$ cat src/pkg/icj_map.vh
// Constants for the inc/dec, interrupt-enable and computed-jump execution block.
// Assumes inclusion by bare name from the design files.
`ifndef ICJ_MAP_VH
`define ICJ_MAP_VH
// Operation select codes
`define ICJ_OP_NONE        3'h0
`define ICJ_OP_MINUS_ONE   3'h1
`define ICJ_OP_PLUS_ONE    3'h2
`define ICJ_OP_PLUS_SKIP   3'h3
`define ICJ_OP_MASK_ALL    3'h4
`define ICJ_OP_UNMASK_ALL  3'h5
`define ICJ_OP_JUMP        3'h6
// Destination bit values
`define ICJ_DEST_WORK      1'h0
`define ICJ_DEST_REG       1'h1
// Reset values
`define ICJ_RST_ALLOW      1'h0
`define ICJ_RST_WORK       8'h00
`define ICJ_RST_PC         11'h000
// Cycle counts
`define ICJ_CYC_ONE        2'h1
`define ICJ_CYC_TWO        2'h2
// Field positions of the program counter
`define ICJ_PC_HI_MSB      10
`define ICJ_PC_HI_LSB      8
`endif

$ cat src/icj_alu.v
// Holds the 8-bit plus/minus one unit with zero detection.
// Assumes a purely combinational use by the execution block on the same clock.
`timescale 1ns/10ps
`default_nettype none
module icj_alu
(
  // Operand and direction
  input  wire [7:0] operand_i,
  input  wire       minus_i,
  // Result
  output wire [7:0] result_o,
  output wire       zero_o
);
  // Eight-bit sum wraps naturally modulo 256
  assign result_o = minus_i ? (operand_i - 8'h01) : (operand_i + 8'h01);
  assign zero_o   = (result_o == 8'h00);
endmodule // icj_alu
`default_nettype wire

$ cat src/icj_exec.v
// Execution block for decrement, increment, increment-skip, interrupt
// mask/unmask and computed jump.
// Assumes the core presents one decoded operation per issue strobe and
// honours busy_o before issuing the next one; all inputs are core-clock logic.
//
// Summary of operation
// - Decrement data register, result to working or data register, updates zero, one cycle.
// - Increment data register, result by destination bit, updates zero, one cycle.
// - Increment-and-skip stores result by destination bit, flags untouched.
// - Zero increment-skip result squashes fetched next instruction, two cycles.
// - Interrupt mask clears global interrupt allow bit in one cycle.
// - Interrupt unmask sets global interrupt allow bit in one cycle.
// - Computed jump loads page pointer low bits and working register; two cycles.
`timescale 1ns/10ps
`default_nettype none
`include "icj_map.vh"
module icj_exec
(
  // Clock and reset
  input  wire        clock_i,
  input  wire        rst_i,
  // Issue
  input  wire        issue_i,
  input  wire [2:0]  op_i,
  input  wire        dest_i,
  input  wire [6:0]  reg_addr_i,
  input  wire [7:0]  reg_data_i,
  input  wire [7:0]  jump_page_pointer_i,
  // Working register and data register write
  output reg  [7:0]  working_register_o,
  output reg         reg_we_o,
  output reg  [6:0]  reg_waddr_o,
  output reg  [7:0]  reg_wdata_o,
  // Status
  output reg         zero_we_o,
  output reg         zero_o,
  output reg         global_interrupt_allow_o,
  // Flow control
  output reg         pc_load_o,
  output reg  [10:0] pc_value_o,
  output reg         squash_o,
  output wire        busy_o,
  output reg         done_o
);
  // ==========================================================
  // State
  localparam ST_IDLE = 1'b0;
  localparam ST_WAIT = 1'b1;

  reg        state_q;
  reg        state_d;
  wire [7:0] alu_res;
  wire       alu_zero;

  // Decode used by several processes
  function is_arith;
    input [2:0] op;
    begin
      is_arith = (op == `ICJ_OP_MINUS_ONE) || (op == `ICJ_OP_PLUS_ONE) ||
                 (op == `ICJ_OP_PLUS_SKIP);
    end
  endfunction

  icj_alu u_alu
  (
    .operand_i (reg_data_i),
    .minus_i   (op_i == `ICJ_OP_MINUS_ONE),
    .result_o  (alu_res),
    .zero_o    (alu_zero)
  );

  // ==========================================================
  // Timing of one instruction
  //   Edge 0: issue_i high and busy_o low, the operation is taken.
  //   Edge 1: results and pulses show up from flip-flops.
  //           One-cycle operations raise done_o here.
  //           A zero skip or a jump raises busy_o here instead.
  //   Edge 2: a two-cycle operation raises done_o and drops busy_o.
  // An issue that arrives while busy_o is high is dropped without trace,
  // so the core must hold its next instruction for that one cycle.
  // The operand comes from the data register in the same cycle as the
  // issue; no bypass is kept here, the core forwards any pending write.

  // ==========================================================
  // Second cycle of a skip or a jump; new issues are held off meanwhile
  assign busy_o = (state_q == ST_WAIT);

  wire take = issue_i && !busy_o;
  wire two_cycle = (op_i == `ICJ_OP_JUMP) ||
                   ((op_i == `ICJ_OP_PLUS_SKIP) && alu_zero);

  always @*
  begin
    state_d = state_q;
    case (state_q)
      ST_IDLE:
      begin
        if (take && two_cycle)
          state_d = ST_WAIT;
      end
      ST_WAIT: state_d = ST_IDLE;
      default: state_d = ST_IDLE;
    endcase
  end

  // ==========================================================
  // Result registers
  // Each output group has its own process, so that a change to one
  // instruction cannot disturb the pulses of another.
  wire take_arith = take && is_arith(op_i);
  wire take_skip  = take_arith && (op_i == `ICJ_OP_PLUS_SKIP);

  // Sequencer state
  always @(posedge clock_i or posedge rst_i)
  begin
    if (rst_i)
      state_q <= ST_IDLE;
    else
      state_q <= state_d;
  end

  // Done marks the last cycle of each instruction
  always @(posedge clock_i or posedge rst_i)
  begin
    if (rst_i)
      done_o <= 1'b0;
    else
      done_o <= (take && !two_cycle) || busy_o;
  end

  // Working register takes the result when the destination bit is clear
  always @(posedge clock_i or posedge rst_i)
  begin
    if (rst_i)
      working_register_o <= `ICJ_RST_WORK;
    else if (take_arith && (dest_i == `ICJ_DEST_WORK))
      working_register_o <= alu_res;
  end

  // Data register write-back; address and data hold after the pulse
  always @(posedge clock_i or posedge rst_i)
  begin
    if (rst_i)
    begin
      reg_we_o    <= 1'b0;
      reg_waddr_o <= 7'h00;
      reg_wdata_o <= 8'h00;
    end
    else
    begin
      reg_we_o <= 1'b0;
      if (take_arith && (dest_i == `ICJ_DEST_REG))
      begin
        reg_we_o    <= 1'b1;
        reg_waddr_o <= reg_addr_i;
        reg_wdata_o <= alu_res;
      end
    end
  end

  // Zero flag; the skip variant leaves it alone so loop tests keep flags
  always @(posedge clock_i or posedge rst_i)
  begin
    if (rst_i)
    begin
      zero_we_o <= 1'b0;
      zero_o    <= 1'b0;
    end
    else
    begin
      zero_we_o <= 1'b0;
      if (take_arith && !take_skip)
      begin
        zero_we_o <= 1'b1;
        zero_o    <= alu_zero;
      end
    end
  end

  // Global interrupt allow; a masked core stays masked until unmasked
  always @(posedge clock_i or posedge rst_i)
  begin
    if (rst_i)
      global_interrupt_allow_o <= `ICJ_RST_ALLOW;
    else if (take && (op_i == `ICJ_OP_MASK_ALL))
      global_interrupt_allow_o <= 1'b0;
    else if (take && (op_i == `ICJ_OP_UNMASK_ALL))
      global_interrupt_allow_o <= 1'b1;
  end

  // Computed jump uses the working register from before this cycle
  always @(posedge clock_i or posedge rst_i)
  begin
    if (rst_i)
    begin
      pc_load_o  <= 1'b0;
      pc_value_o <= `ICJ_RST_PC;
    end
    else
    begin
      pc_load_o <= 1'b0;
      if (take && (op_i == `ICJ_OP_JUMP))
      begin
        pc_load_o  <= 1'b1;
        pc_value_o <= {jump_page_pointer_i[2:0], working_register_o};
      end
    end
  end

  // Squash pulse; the core itself puts a no-operation in the slot
  always @(posedge clock_i or posedge rst_i)
  begin
    if (rst_i)
      squash_o <= 1'b0;
    else
      squash_o <= take_skip && alu_zero;
  end
endmodule // icj_exec
`default_nettype wire

$ cat config.mk
export PLATFORM = sky130hd
export DESIGN_NAME = icj_exec
export DESIGN_NICKNAME = d
export VERILOG_FILES = /design/src/icj_alu.v /design/src/icj_exec.v
export VERILOG_INCLUDE_DIRS = /design/src /design/src/pkg
export SDC_FILE = /design/constraint.sdc
export NUM_CORES = 1
export LEC_CHECK = 0
export BUFFER_PORTS_ARGS = -buffer_cell sky130_fd_sc_hd__buf_2
export CORE_MARGIN = 2
export CORE_UTILIZATION = 35
export DETAILED_ROUTE_END_ITERATION = 10
export PLACE_DENSITY_LB_ADDON = 0.08
export SLEW_MARGIN = 20
export SYNTH_ARGS = -nofsm -noshare
export SYNTH_HDL_FRONTEND = slang
export SYNTH_SLANG_ARGS = --single-unit
$ cat constraint.sdc
create_clock -name clock_i -period 2.8 [get_ports clock_i]
set_clock_uncertainty 0.15 [all_clocks]
set_input_delay 0.56 -clock clock_i [delete_from_list [all_inputs] [get_ports clock_i]]
set_output_delay 0.56 -clock clock_i [all_outputs]
set_load 0.01 [all_outputs]
# [After elaboration in Yosys (flattened, before gate mapping)]
# Index checks and enable logic that the tools add are counted.
[totals] register_bits=42 inputBits=30 wordCells=52
[op_classes] n_bitwise=2 n_addsub=2 n_reduce_logical=22 mux=8 n_eq_ne=6
[ops] op="$logic_and 1x1->1" count=13
[ops] op="$eq 3x3->1 const B" count=3
[ops] op="$add 8x1->8 const B" count=1
[ops] op="$logic_not 8->1" count=1
[ops] op="$mux 8" count=1
[ops] op="$sub 8x1->8 const B" count=1
[ops] op="$eq 3x2->1 const B" count=2
[ops] op="$mux 1" count=6
[ops] op="$logic_or 1x1->1" count=4
[ops] op="$eq 3x1->1 const B" count=1
[ops] op="$logic_not 1->1" count=3
[ops] op="$not 1->1" count=2
[ops] op="$pmux 1 s2" count=1
[ops] op="$reduce_bool 2->1" count=1

# [Depth between registers and ports, before layout]
[depth] word_depth=8 depth_mapped=10

# [Modules after synthesis]
# From an unflattened synthesis, not the netlist that was laid out.
[hier_totals] cells_unflattened=142 area_unflattened_um2=2006.9
[modules_own_cells] mod="icj_exec" area_per_inst_um2=1664.1 cells_each=100 instances=1
[modules_own_cells] mod="icj_alu" area_per_inst_um2=342.8 cells_each=42 instances=1

# [Worst setup path after synthesis]
# OpenSTA, ideal clock, no wires.
[synth_path] path_kind="input to register" startpoint="in op_i[2]" endpoint="reg squash_o" arrival_ps=2740 setup_time_ps=68 n_path_buf=1 path_slack_ps=-158 path_stages=10 cell_sequence="or3b_4 -> buf_6 -> xnor2_1 -> ha_1 -> or4_1 -> mux2i_1 -> xnor2_1 -> nand2_1 -> nor4_4 -> and4_1"
[synth_via] elab_chain_len=6 elab_cells_between_ends=10 cone_classes="eq/ne (3); mux (1); reduce/logical (6)"
[synth_rtl] item="start, declared" line="icj_exec.v:24" text="input wire [2:0] op_i,"
[synth_rtl] item="branches (longest 5 deep; another with $mux 8)"
[synth_rtl] item="$logic_and 1x1->1 *" line="icj_exec.v:216" text="squash_o <= take_skip && alu_zero;"
[synth_rtl] item="end signal, assigned" line="icj_exec.v:216"
[synth_rtl] item="end, declared" line="icj_exec.v:41" text="output reg squash_o,"
# Every way passes the cells marked *.
# A chain may end at the register's enable or synchronous reset.

# [Worst setup path in the final report]
# Same ends and word-level chain as after synthesis.

==> metrics.txt <==
# TYPE chip_impl_metric gauge
chip_impl_metric{name="cp_data_arrival_time",unit="ns"} 2.72
chip_impl_info{name="ys_top_cells_by_area",value="dfrtp_1 56%, mux2_2 13%, nand2_1 6.6%"} 1
chip_impl_metric{name="synthesis.nets",unit=""} 195
chip_impl_metric{name="synth_register_bits",unit=""} 42
chip_impl_metric{name="floorplan.io_pins",unit=""} 72
chip_impl_metric{name="layout.core_utilization",unit="%"} 48.3
chip_impl_metric{name="p_leak",unit="uW"} 0.00124
chip_impl_metric{name="multi_input_area",unit="sq um"} 816
chip_impl_metric{name="crit_path_max_fanout",unit=""} 4
chip_impl_metric{name="synth-edff-count",unit=""} 0
chip_impl_metric{name="drive_gt1_share",unit="%"} 46.9
chip_impl_metric{name="sequential_power_share",unit="%"} 47.0
chip_impl_metric{name="net-switching-power",unit="uW"} 502
chip_impl_metric{name="routed_via_density",unit=""} 4.66
chip_impl_metric{name="finalNonFillerCells",unit=""} 311
chip_impl_metric{name="final.period_utilization",unit="%"} 94.4
chip_impl_metric{name="ir_drop",unit="mV"} 0.289
chip_impl_metric{name="grt_max_degree",unit=""} 43
chip_impl_metric{name="min_period",unit="ns"} 2.64
chip_impl_metric{name="rr_worst_depth",unit=""} 5
chip_impl_metric{name="ys_warn_count",unit=""} 0
chip_impl_info{name="hold_path.class",value="in2async"} 1
chip_impl_metric{name="area_growth",unit="%"} 32.3
chip_impl_metric{name="hold_slack",unit="ns"} 0.289
chip_impl_metric{name="syn_area",unit="sq mm"} 0.00189
chip_impl_metric{name="yosysSeqAreaShare",unit="%"} 55.6
chip_impl_metric{name="grt.total_usage",unit="%"} 14.4
chip_impl_info{name="critical_path_startpoint_category",value="primary input"} 1
chip_impl_info{name="unrepaired_setup_endpoints_after_global_routing",value="no"} 1
chip_impl_metric{name="cts_buffers",unit=""} 5
chip_impl_metric{name="post-synth-top-area-fraction",unit="%"} 55.6
chip_impl_metric{name="tightestPinTransition",unit="ns"} 0.865
chip_impl_metric{name="antenna_found_initial",unit=""} 0
chip_impl_metric{name="clock_sinks",unit=""} 42
chip_impl_metric{name="area_used_by_sequential_logic_in_the_layout",unit="sq mm"} 0.00105
chip_impl_metric{name="synth_area_per_cell",unit="sq um"} 11.5
chip_impl_info{name="yosysMostFrequentCell",value="dfrtp_1"} 1
chip_impl_metric{name="setup-violations-final",unit=""} 0
chip_impl_metric{name="postSynthCellCount",unit=""} 164
chip_impl_metric{name="cts.htree.levels",unit=""} 2
chip_impl_metric{name="ys_types",unit=""} 38
chip_impl_metric{name="drv.max_cap_violation_count",unit=""} 0
chip_impl_metric{name="placedCellCount",unit=""} 303
chip_impl_metric{name="ys_async_sr_fraction",unit="%"} 100
chip_impl_metric{name="die_w",unit="um"} 77.5
chip_impl_metric{name="cts.repair.resized",unit=""} 0
chip_impl_metric{name="cts_buffer_depth",unit=""} 2
chip_impl_metric{name="clk_transition_reported_paths",unit="ns"} 0.08
chip_impl_metric{name="cts_setup_buffers",unit=""} 0
chip_impl_metric{name="floorplan.die_area",unit="sq mm"} 0.00600
chip_impl_metric{name="fill_cells",unit=""} 509
chip_impl_metric{name="detailroute.via_count",unit=""} 1448
chip_impl_metric{name="fin_nets",unit=""} 271
chip_impl_metric{name="initial_drc_count",unit=""} 38
chip_impl_metric{name="first_global_vias",unit=""} 1481
chip_impl_metric{name="route.detailed.drc",unit=""} 0
chip_impl_metric{name="powerDensity",unit="mW/mm^2"} 694
chip_impl_metric{name="global_route_wire_length_before_repair",unit="um"} 6870
chip_impl_metric{name="place_congestion",unit=""} 0.742
chip_impl_metric{name="cts.hold.buffers_added",unit=""} 0
chip_impl_metric{name="std_cell_rows",unit=""} 26
chip_impl_metric{name="final-max-slew-violation-count",unit=""} 0
chip_impl_metric{name="max_slew_margin",unit="%"} 42.2
chip_impl_info{name="critical_path.endpoint_type",value="register"} 1
chip_impl_metric{name="io_buffers",unit=""} 66
chip_impl_metric{name="switching_share",unit="%"} 28.9
chip_impl_metric{name="cp_data_required_time",unit="ns"} 2.88
chip_impl_metric{name="drt_first_pass_iters",unit=""} 4
chip_impl_metric{name="cell_internal_pwr",unit="uW"} 1230
chip_impl_info{name="synth_ff_type",value="dfrtp_1"} 1
chip_impl_metric{name="hpwlAfterDp",unit="um"} 3020
chip_impl_metric{name="finish.instance_area",unit="sq mm"} 0.00250
chip_impl_info{name="crit_type",value="in2reg"} 1
chip_impl_info{name="clk_root_buffer_cell",value="clkbuf_8"} 1
chip_impl_info{name="status",value="finished, final reports clean"} 1
chip_impl_metric{name="share_clk_of_total_power",unit="%"} 27.2
chip_impl_metric{name="hold_viol_final",unit=""} 0
chip_impl_metric{name="total_inserted_antenna_cells",unit=""} 0
chip_impl_metric{name="comb_power_share",unit="%"} 25.8
chip_impl_metric{name="placed_cell_area",unit="sq mm"} 0.00235
chip_impl_metric{name="max_freq",unit="MHz"} 378
chip_impl_metric{name="worst_skew_pair.late_latency",unit="ns"} 0.29
chip_impl_info{name="tritoncts",value="yes"} 1
chip_impl_metric{name="die_y",unit="um"} 77.5
chip_impl_metric{name="fp.coreArea",unit="sq mm"} 0.00517
chip_impl_info{name="cell_taking_the_most_area_after_synthesis",value="dfrtp_1"} 1
chip_impl_metric{name="route.detailed.wl_per_inst",unit="um"} 12.8
chip_impl_metric{name="drt.antenna.violating_nets",unit=""} 0
chip_impl_info{name="synth_top_cells_by_count",value="42 x dfrtp_1, 33 x nand2_1, 22 x mux2_2, 7 x xnor2_1, 6 x inv_1"} 1
chip_impl_metric{name="route.final.wire_length",unit="um"} 3990
chip_impl_metric{name="initial_core_util",unit="%"} 36.5
chip_impl_metric{name="gr-total-overflow",unit=""} 0
## flip-flops by register name, indices dropped and copies added (netlist names)
signal                    count
done_o                        1
pc_load_o                     1
reg_we_o                      1
reg_waddr_o                   7
global_interrupt_allow_o      1
working_register_o            8
pc_value_o                   11
busy_o                        1
zero_we_o                     1
zero_o                        1
reg_wdata_o                   8
squash_o                      1
## power groups by stage
stage	Combinational [uW]	Clock (uW)	Sequential, uW
after floorplan	170	0	892
after global placement	441	0	822
after detailed placement	448	0	830
after CTS	448	489	818
after global routing	493	511	842
final	447	472	816
## layout by cell type (no fill, tap or decap), types with 2 or more instances in the layout
| cell | synthesis | routed |
|---|---|---|
| buf_2 | 1 | 65 |
| dfrtp_1 | 42 | 42 |
| nand2_1 | 33 | 33 |
| mux2_2 | 22 | 22 |
| buf_4 | 0 | 10 |
| xnor2_1 | 7 | 6 |
| nor2_1 | 5 | 5 |
| inv_1 | 6 | 5 |
| clkbuf_8 | 0 | 5 |
| mux2i_1 | 4 | 4 |
| nand2b_1 | 3 | 3 |
| nand3_1 | 3 | 3 |
| nor3b_1 | 2 | 2 |
| o21ai_0 | 2 | 2 |
| nor3_1 | 2 | 2 |
| o22ai_1 | 2 | 2 |
| or4_1 | 3 | 2 |
## stage by stage
step                      power, uW  setup TNS, ns  setup slack (ns)
after floorplan                1060        -0.0975           -0.0436
after global placement         1260         -0.488            -0.132
after detailed placement       1280         -0.791            -0.195
after CTS                      1760              0             0.107
after global routing           1850              0           0.00598
final                          1740              0             0.156
## worst paths after layout
| check | from | slack [ns] | endpoint |
|---|---|---|---|
| worst min-delay path | rst_i | 0.29 | reg_we_o |
| max in group asynchronous | rst_i | 1.66 | pc_value_o[0] |
| worst max register to register | busy_o | 0.70 | reg_wdata_o[2] |
| min in group clock_i | reg_addr_i[0] | 0.30 | reg_waddr_o[0] |
| worst min register to register | reg_waddr_o[1] | 0.33 | reg_waddr_o[1] |
| worst max-delay path | op_i[2] | 0.16 | squash_o |
## logic make-up after synthesis
group                      Yosys count  share of synthesized area (%)
and+or+nand+nor                     60                           16.2
DFF                                 42                           55.6
muxes                               26                           15.2
AOI/OAI and AO/OA                   14                           5.50
buffers and inverters               13                           3.05
xor gates and xnor gates             8                           3.71
adders and majority gates            1                          0.662
## layout make-up
cell class	instances	area share, %
clock buffer	6	2.90
clock inverter	2	1.50
inverter	6	0.901
multi-input combinational	109	32.6
sequential	42	42.1
tap	70	3.51
timing repair buffer	76	16.5
## routing by layer
layer,global-route usage (%),share of wire (%)
met5,0,0
met1,16.8,42
met3,2.67,5.4
met2,26.0,51
met4,5.54,1.4
## worst max-delay path, stage by stage
cell	delay [ns]
buf_6	0.09
or3b_4	0.42
xnor2_4	0.15
ha_4	0.17
or4_4	0.41
mux2i_1	0.17
xnor2_1	0.16
nand2_1	0.12
nor4_4	0.23
and4_1	0.24
(Power assumes the default switching activity.)
